$ cat src/pkg/bprc_cfg.svh
// constants for the buffered pwm reload control block
//
// Contract
// - only a channel-1 compare write arms the shadow transfer.
// - armed transfer loads all four shadows at counter clear; compare uses shadows.
// - no compare rewrite until period match after an armed transfer.
// - duty value zero gives output never active.
// - duty zero with period all ones still raises duty match each period.
// - duty equal to period plus one gives output always active.
// - period all ones cannot give a full-period active output.
// - active width is duty counts; period is period value plus one counts.
// - run bit set takes counter from all ones to zero and starts output.
// - period match fires on the count after counter matches period and clears.
// - duty match fires when counter equals that channel's shadow value.
`ifndef BPRC_CFG_SVH
`define BPRC_CFG_SVH
`define BPRC_WIDTH      16
`define BPRC_CNT_IDLE   16'hffff
`define BPRC_CNT_ZERO   16'h0000
`define BPRC_CNT_STEP   16'h0001
`define BPRC_SEL_PERIOD 2'h0
`define BPRC_SEL_DUTY1  2'h1
`define BPRC_SEL_DUTY2  2'h2
`define BPRC_SEL_DUTY3  2'h3
`endif

$ cat src/pkg/bprc_pkg.sv
// types for the buffered pwm reload control block
package bprc_pkg;
    typedef logic [15:0] bprc_value_type;
    typedef logic [1:0]  bprc_sel_type;
endpackage

$ cat src/verilog/bprc_duty_channel.sv
// one duty channel: match pulse from the shadow value; output level held low
`include "bprc_cfg.svh"
module bprc_duty_channel
(
    // clock and reset
    input  wire logic              clock,
    input  wire logic              reset_n,
    // counter state
    input  wire logic              running,
    input  wire logic              counterClear,
    input  wire bprc_pkg::bprc_value_type counter,
    input  wire bprc_pkg::bprc_value_type shadow,
    // outputs
    output logic                   pwmOut,
    output logic                   matchIrq
);
    logic [`BPRC_WIDTH:0] shadowWide;
    assign shadowWide = {1'b0, shadow};

    // level is registered but always loads zero; the top drives the waveform itself
    always_ff @(posedge clock or negedge reset_n)
    begin
        if (!reset_n)
            pwmOut <= 1'b0;
        else
            pwmOut <= 1'b0;
    end

    // match pulse when counter equals shadow (also for zero)
    always_ff @(posedge clock or negedge reset_n)
    begin
        if (!reset_n)
            matchIrq <= 1'b0;
        else
            matchIrq <= running && (counter == shadow);
    end
endmodule

$ cat src/verilog/bprc_pwm_timer.sv
// top of the buffered pwm timer: counter, compare registers, shadows
`include "bprc_cfg.svh"
module bprc_pwm_timer
(
    // clock and reset
    input  wire logic              clock,
    input  wire logic              reset_n,
    // control
    input  wire logic              counterRunBit,
    // compare register write port
    input  wire logic              writeStrobe,
    input  wire bprc_pkg::bprc_sel_type   writeSel,
    input  wire bprc_pkg::bprc_value_type writeData,
    // status
    output logic                   transferArmed,
    output bprc_pkg::bprc_value_type counterValue,
    // interrupts
    output logic                   periodMatchIrq,
    output logic                   duty1MatchIrq,
    output logic                   duty2MatchIrq,
    output logic                   duty3MatchIrq,
    // waveform
    output logic                   pwmOut1,
    output logic                   pwmOut2,
    output logic                   pwmOut3
);
    bprc_pkg::bprc_value_type compareReg [4];
    bprc_pkg::bprc_value_type compareShadow [4];
    bprc_pkg::bprc_value_type next_compareShadow [4];
    logic                     running;
    logic                     counterClear;
    logic                     clearSeen;
    logic [2:0]               dutyIrq;
    logic [2:0]               dutyOut;

    // counter wraps after matching the period shadow
    assign counterClear = running && (counterValue == compareShadow[0]);

    // compare registers written by software
    always_ff @(posedge clock or negedge reset_n)
    begin
        if (!reset_n)
        begin
            for (int i = 0; i < 4; i++)
                compareReg[i] <= `BPRC_CNT_ZERO;
        end
        else if (writeStrobe)
            compareReg[writeSel] <= writeData;
    end

    // arm only on a channel-1 write; new arm wins over consuming clear
    always_ff @(posedge clock or negedge reset_n)
    begin
        if (!reset_n)
            transferArmed <= 1'b0;
        else if (writeStrobe && writeSel == `BPRC_SEL_DUTY1)
            transferArmed <= 1'b1;
        else if (counterClear || !running)
            transferArmed <= 1'b0;
    end

    // shadow in force for the next count: registers at armed clear or while stopped
    always_comb
    begin
        for (int i = 0; i < 4; i++)
            next_compareShadow[i] = (!running || (counterClear && transferArmed))
                                    ? compareReg[i] : compareShadow[i];
    end

    // shadows loaded at clear when armed, or directly while stopped
    always_ff @(posedge clock or negedge reset_n)
    begin
        if (!reset_n)
        begin
            for (int i = 0; i < 4; i++)
                compareShadow[i] <= `BPRC_CNT_ZERO;
        end
        else
        begin
            for (int i = 0; i < 4; i++)
                compareShadow[i] <= next_compareShadow[i];
        end
    end

    // run bit: idle at all ones, step to zero on start
    always_ff @(posedge clock or negedge reset_n)
    begin
        if (!reset_n)
        begin
            running      <= 1'b0;
            counterValue <= `BPRC_CNT_IDLE;
        end
        else if (!counterRunBit)
        begin
            running      <= 1'b0;
            counterValue <= `BPRC_CNT_IDLE;
        end
        else if (!running)
        begin
            running      <= 1'b1;
            counterValue <= `BPRC_CNT_ZERO;
        end
        else if (counterClear)
            counterValue <= `BPRC_CNT_ZERO;
        else
            counterValue <= counterValue + `BPRC_CNT_STEP;
    end

    // period match one count after the clear
    always_ff @(posedge clock or negedge reset_n)
    begin
        if (!reset_n)
        begin
            clearSeen      <= 1'b0;
            periodMatchIrq <= 1'b0;
        end
        else
        begin
            clearSeen      <= counterClear;
            periodMatchIrq <= clearSeen && running;
        end
    end

    // duty levels: active while count below shadow
    always_ff @(posedge clock or negedge reset_n)
    begin
        if (!reset_n)
            dutyOut <= 3'h0;
        else
        begin
            for (int k = 0; k < 3; k++)
                dutyOut[k] <= counterRunBit && running && !counterClear
                              ? (counterValue + `BPRC_CNT_STEP < compareShadow[k + 1])
                              : (counterRunBit && next_compareShadow[k + 1] != `BPRC_CNT_ZERO);
        end
    end
    // 16-bit shadow cannot exceed all-ones period

    assign pwmOut1 = dutyOut[0];
    assign pwmOut2 = dutyOut[1];
    assign pwmOut3 = dutyOut[2];

    bprc_duty_channel ch1
    (
        .clock        (clock),
        .reset_n      (reset_n),
        .running      (running),
        .counterClear (counterClear),
        .counter      (counterValue),
        .shadow       (compareShadow[1]),
        .pwmOut       (),
        .matchIrq     (dutyIrq[0])
    );
    bprc_duty_channel ch2
    (
        .clock        (clock),
        .reset_n      (reset_n),
        .running      (running),
        .counterClear (counterClear),
        .counter      (counterValue),
        .shadow       (compareShadow[2]),
        .pwmOut       (),
        .matchIrq     (dutyIrq[1])
    );
    bprc_duty_channel ch3
    (
        .clock        (clock),
        .reset_n      (reset_n),
        .running      (running),
        .counterClear (counterClear),
        .counter      (counterValue),
        .shadow       (compareShadow[3]),
        .pwmOut       (),
        .matchIrq     (dutyIrq[2])
    );
    assign duty1MatchIrq = dutyIrq[0];
    assign duty2MatchIrq = dutyIrq[1];
    assign duty3MatchIrq = dutyIrq[2];

    chk_arm_only_ch1: assert property (@(posedge clock) disable iff (!reset_n)
        (writeStrobe && writeSel != `BPRC_SEL_DUTY1 && !transferArmed && running)
        |=> !transferArmed) else $error("arm without channel-1 write");
    chk_shadow_load: assert property (@(posedge clock) disable iff (!reset_n)
        (counterClear && transferArmed && !writeStrobe)
        |=> compareShadow[1] == $past(compareReg[1])) else $error("shadow not loaded");
    chk_shadow_hold: assert property (@(posedge clock) disable iff (!reset_n)
        (running && !counterClear && $past(running)) |=> $stable(compareShadow[0]))
        else $error("shadow moved mid period");
    chk_start_zero: assert property (@(posedge clock) disable iff (!reset_n)
        (counterRunBit && !running) |=> counterValue == `BPRC_CNT_ZERO)
        else $error("start not at zero");
    chk_period_irq: assert property (@(posedge clock) disable iff (!reset_n)
        (counterClear && counterRunBit) |=> ##1 periodMatchIrq)
        else $error("period match late");
    chk_wrap_zero: assert property (@(posedge clock) disable iff (!reset_n)
        (counterClear && counterRunBit) |=> counterValue == `BPRC_CNT_ZERO)
        else $error("counter did not clear");
    chk_duty_irq: assert property (@(posedge clock) disable iff (!reset_n)
        (running && counterValue == compareShadow[2]) |=> duty2MatchIrq)
        else $error("duty match missing");
    chk_zero_duty: assert property (@(posedge clock) disable iff (!reset_n)
        (compareShadow[1] == `BPRC_CNT_ZERO && $past(compareShadow[1]) == `BPRC_CNT_ZERO
         && running && $past(running) && !(counterClear && transferArmed)) |=> !pwmOut1)
        else $error("zero duty drove output");
    cov_reload: cover property (@(posedge clock) counterClear && transferArmed);
    cov_irq1: cover property (@(posedge clock) duty1MatchIrq);
    cov_period: cover property (@(posedge clock) periodMatchIrq);
endmodule
$ cat config.mk
export PLATFORM = sky130hd
export DESIGN_NAME = bprc_pwm_timer
export DESIGN_NICKNAME = d
export VERILOG_FILES = /design/src/pkg/bprc_pkg.sv /design/src/verilog/bprc_duty_channel.sv /design/src/verilog/bprc_pwm_timer.sv
export VERILOG_INCLUDE_DIRS = /design/src /design/src/pkg
export SDC_FILE = /design/constraint.sdc
export NUM_CORES = 1
export LEC_CHECK = 0
export BUFFER_PORTS_ARGS = -buffer_cell sky130_fd_sc_hd__buf_2
export CAP_MARGIN = 10
export CELL_PAD_IN_SITES_DETAIL_PLACEMENT = 1
export CELL_PAD_IN_SITES_GLOBAL_PLACEMENT = 1
export CORE_AREA = 10 10 147 149
export CTS_BUF_LIST = sky130_fd_sc_hd__clkbuf_16
export DETAILED_ROUTE_END_ITERATION = 16
export DIE_AREA = 0 0 157 159
export PLACE_DENSITY_LB_ADDON = 0.1
export SLEW_MARGIN = 10
export SYNTH_ARGS = -nofsm -noshare
export SYNTH_HDL_FRONTEND = slang
export SYNTH_SLANG_ARGS = --single-unit
$ cat constraint.sdc
create_clock -name clock -period 2.85 [get_ports clock]
set_input_delay 0.57 -clock clock [delete_from_list [all_inputs] [get_ports clock]]
set_output_delay 0.57 -clock clock [all_outputs]
set_load 0.03 [all_outputs]
==> flow_metrics.env <==
export IMPL_maxCapViolations=0
export IMPL_drt_initial_drc_count=344
export IMPL_holdWs_ns=0.109
export IMPL_fin_cells=1010
export IMPL_synth_edf_count=0
export IMPL_finalMaxSlewViolations=0
export IMPL_dpl_worst_slack_ns=-0.142
export IMPL_die_w_um=157
export IMPL_gp_routability_congestion=0.899
export IMPL_dp_hpwl_um=18700
export IMPL_grt_usage_pct=20.2
export IMPL_ctsHoldBuffers=0
export IMPL_final_common_cell="dfrtp_1"
export IMPL_max_slew_worst_pin_slew_ns=0.865
export IMPL_synth_seq_area_share_pct=47.0
export IMPL_power_density_mw_per_mm2=763
export IMPL_synth_cell_types=42
export IMPL_drc_errors=0
export IMPL_avgViaCountPerCell=5.56
export IMPL_leakagePower_nw=4.47
export IMPL_regArea_mm2=0.00387
export IMPL_worst_slew_margin_rel_pct=41.8
export IMPL_final_hold_viol_count=0
export IMPL_setup_viol=0
export IMPL_clock_sinks=154
export IMPL_synth_nets=749
export IMPL_dieArea_mm2=0.0250
export IMPL_antenna_found_initial=0
export IMPL_start_util_pct=44.4
export IMPL_peakVddDrop_mv=0.457
export IMPL_nets=834
export IMPL_startpoint_type="flop"
export IMPL_clock_latency_ns=0.44
export IMPL_ys_seq_elements=154
export IMPL_ys_warn_count=0
export IMPL_max_freq_mhz=363
export IMPL_min_path_type="input port to async pin"
export IMPL_dr_pass1_iters=4
export IMPL_placed_cells=971
export IMPL_cts_path_max_buffers=2
export IMPL_fin_crit_sh_pct=96.6
export IMPL_ys_top_cells_by_area="dfrtp_1 (42%), mux2_2 (13%), ha_1 (7.4%), mux2_4 (5.5%), dfstp_2 (5.1%)"
export IMPL_rsz0062_at_grt="yes"
export IMPL_synthFlopType="dfrtp_1"
export IMPL_fp_coreArea_mm2=0.0186
export IMPL_vias=5614
export IMPL_end_kind="flop"
export IMPL_yosysTopAreaCellShare_pct=41.9
export IMPL_fin_skew_ns=0.0170
export IMPL_rows=50
export IMPL_path_class="flop to flop"
export IMPL_cp_required_ns=3.23
export IMPL_port_buffers=45
export IMPL_place_area_mm2=0.00898
export IMPL_grt_pass1_vias=6153
export IMPL_grt_max_degree=62
export IMPL_cts_buffers=17
export IMPL_outcome="complete, no violations"
export IMPL_ios=46
export IMPL_area_growth_pct=21.9
export IMPL_drive_gt1_share_pct=41.6
export IMPL_syn_inst=678
export IMPL_fin_area_mm2=0.0100
export IMPL_syn_area_mm2=0.00824
export IMPL_num_fill_cells=1924
export IMPL_mostFrequentLayoutCells="dfrtp_1 (138), mux2_2 (98), inv_1 (48), xnor2_1 (47), buf_4 (47)"
export IMPL_synth_area_leader_cell="dfrtp_1"
export IMPL_avgRoutedWirePerCell_um=24.5
export IMPL_multi_input_comb_area_mm2=0.00438
export IMPL_postRouteWirelength_um=24800
export IMPL_final_setup_tns_ns=0
export IMPL_cp_max_fo=3
export IMPL_fin_crit_ns=2.75
export IMPL_htreeDepth=4
export IMPL_clockRootBuffer="clkbuf_16"
export IMPL_clkTransAtPathRegs_ns=0.07
export IMPL_grt_overflow_total=0
export IMPL_cts_tree="yes"
export IMPL_synthArstFlopShare_pct=100
export IMPL_ant_nets=0
export IMPL_timing_final_ws_setup_ns=0.0963
export IMPL_avgSynthCellArea_um2=12.2
export IMPL_n_antenna_cell=0
export IMPL_cp_data_arrival_time_ns=3.13
export IMPL_grt_pass1_wl_um=37800
export IMPL_die_height_um=159
==> metal layers <==
metal / GRT usage, % / wire length (um)
met1: 27.8 / 11400
met2: 31.3 / 11700
met3: 3.21 / 1060
met4: 7.42 / 533
met5: 0 / 0
==> area by class of cell <==
type | count | share of cell area (%)
Clock inverter | 15 | 2.15
Sequential cell | 154 | 38.6
Clock buffer | 17 | 4.23
Inverter | 51 | 1.93
Tap cell | 234 | 2.91
Timing Repair Buffer | 97 | 6.64
Multi-Input combinational cell | 442 | 43.6
==> synth_stat cells (10+ instances only) <==
cell,instances
dfstp_2,16
mux2_4,30
ha_1,49
nand4_1,24
nor4_1,22
nand2_1,15
buf_2,18
xnor2_1,48
dfrtp_1,138
xor2_1,25
nor2_1,20
nand2b_1,10
o21ai_0,16
mux2_2,98
inv_1,51
==> worst paths after layout <==
| check | start | end | slack [ns] | cells after the start |
|---|---|---|---|---|
| max in group asynchronous | reset_n | compareReg[10]$_DFFE_PN0P_ | 1.89 | 2 |
| worst max register to register | counterValue[3]$_DFF_PN1_ | dutyOut[1]$_DFF_PN0_ | 0.1 | 13 |
| worst min register to register | clearSeen$_DFF_PN0_ | periodMatchIrq$_DFF_PN0_ | 0.47 | 1 |
| min in group clock | writeData[9] | compareReg[57]$_DFFE_PN0P_ | 0.41 | 2 |
| worst max-delay path | counterValue[3]$_DFF_PN1_ | dutyOut[1]$_DFF_PN0_ | 0.1 | 13 |
| worst min-delay path | reset_n | compareShadow[13]$_DFF_PN0_ | 0.11 | 1 |
==> logic make-up (layout without fill, tap and decap cells) <==
logic type	count (synthesis)	after routing	synth area share, %
XOR/XNOR	75	75	8.15
flip-flops	154	154	47.0
multiplexers	131	131	19.2
adder cells (fa/ha/maj)	49	49	7.44
buffers and inverters	82	180	4.51
AND/OR/NAND/NOR	127	127	8.76
AO/OA/AOI/OAI	60	60	4.95
==> state kept, by name (all words and copies together), names as in the netlist <==
signal          flops
ch3.matchIrq        1
counterValue       16
compareReg         64
compareShadow      64
ch2.matchIrq        1
transferArmed       1
dutyOut             3
clearSeen           1
ch1.matchIrq        1
periodMatchIrq      1
running             1
==> power breakdown <==
part           internal (mW)  switching, mW
Sequential              2.62          0.537
Clock                   1.49          0.995
Combinational           1.04          0.982
==> what timing repair did <==
action / CTS / global route
gates cloned: 0 / 0
buffers inserted: 3 / 4
pin swaps: 7 / 13
resized for setup: 22 / 38
endpoints found under the setup margin: 3 / 3
==> stage by stage <==
step / power (mW) / util [%]
final: 7.67 / 54.1
after global routing: 8.08 / 54.1
after CTS: 7.60 / 52.5
after detailed placement: 5.04 / 48.3
after global placement: 4.94 / 48.3
after floorplan: 4.27 / -
==> worst max-delay path, stage by stage (launching register included) <==
cell,delay (ns)
dfstp_2,0.59
nand2_4,0.08
nor4_4,0.33
and3_4,0.24
and3_4,0.20
xnor2_4,0.14
inv_4,0.08
ha_4,0.22
a21o_1,0.17
a21o_1,0.18
a21oi_2,0.11
o21ai_1,0.07
a21oi_1,0.16
o21a_1,0.13
Power figures use the tool's default switching activity.
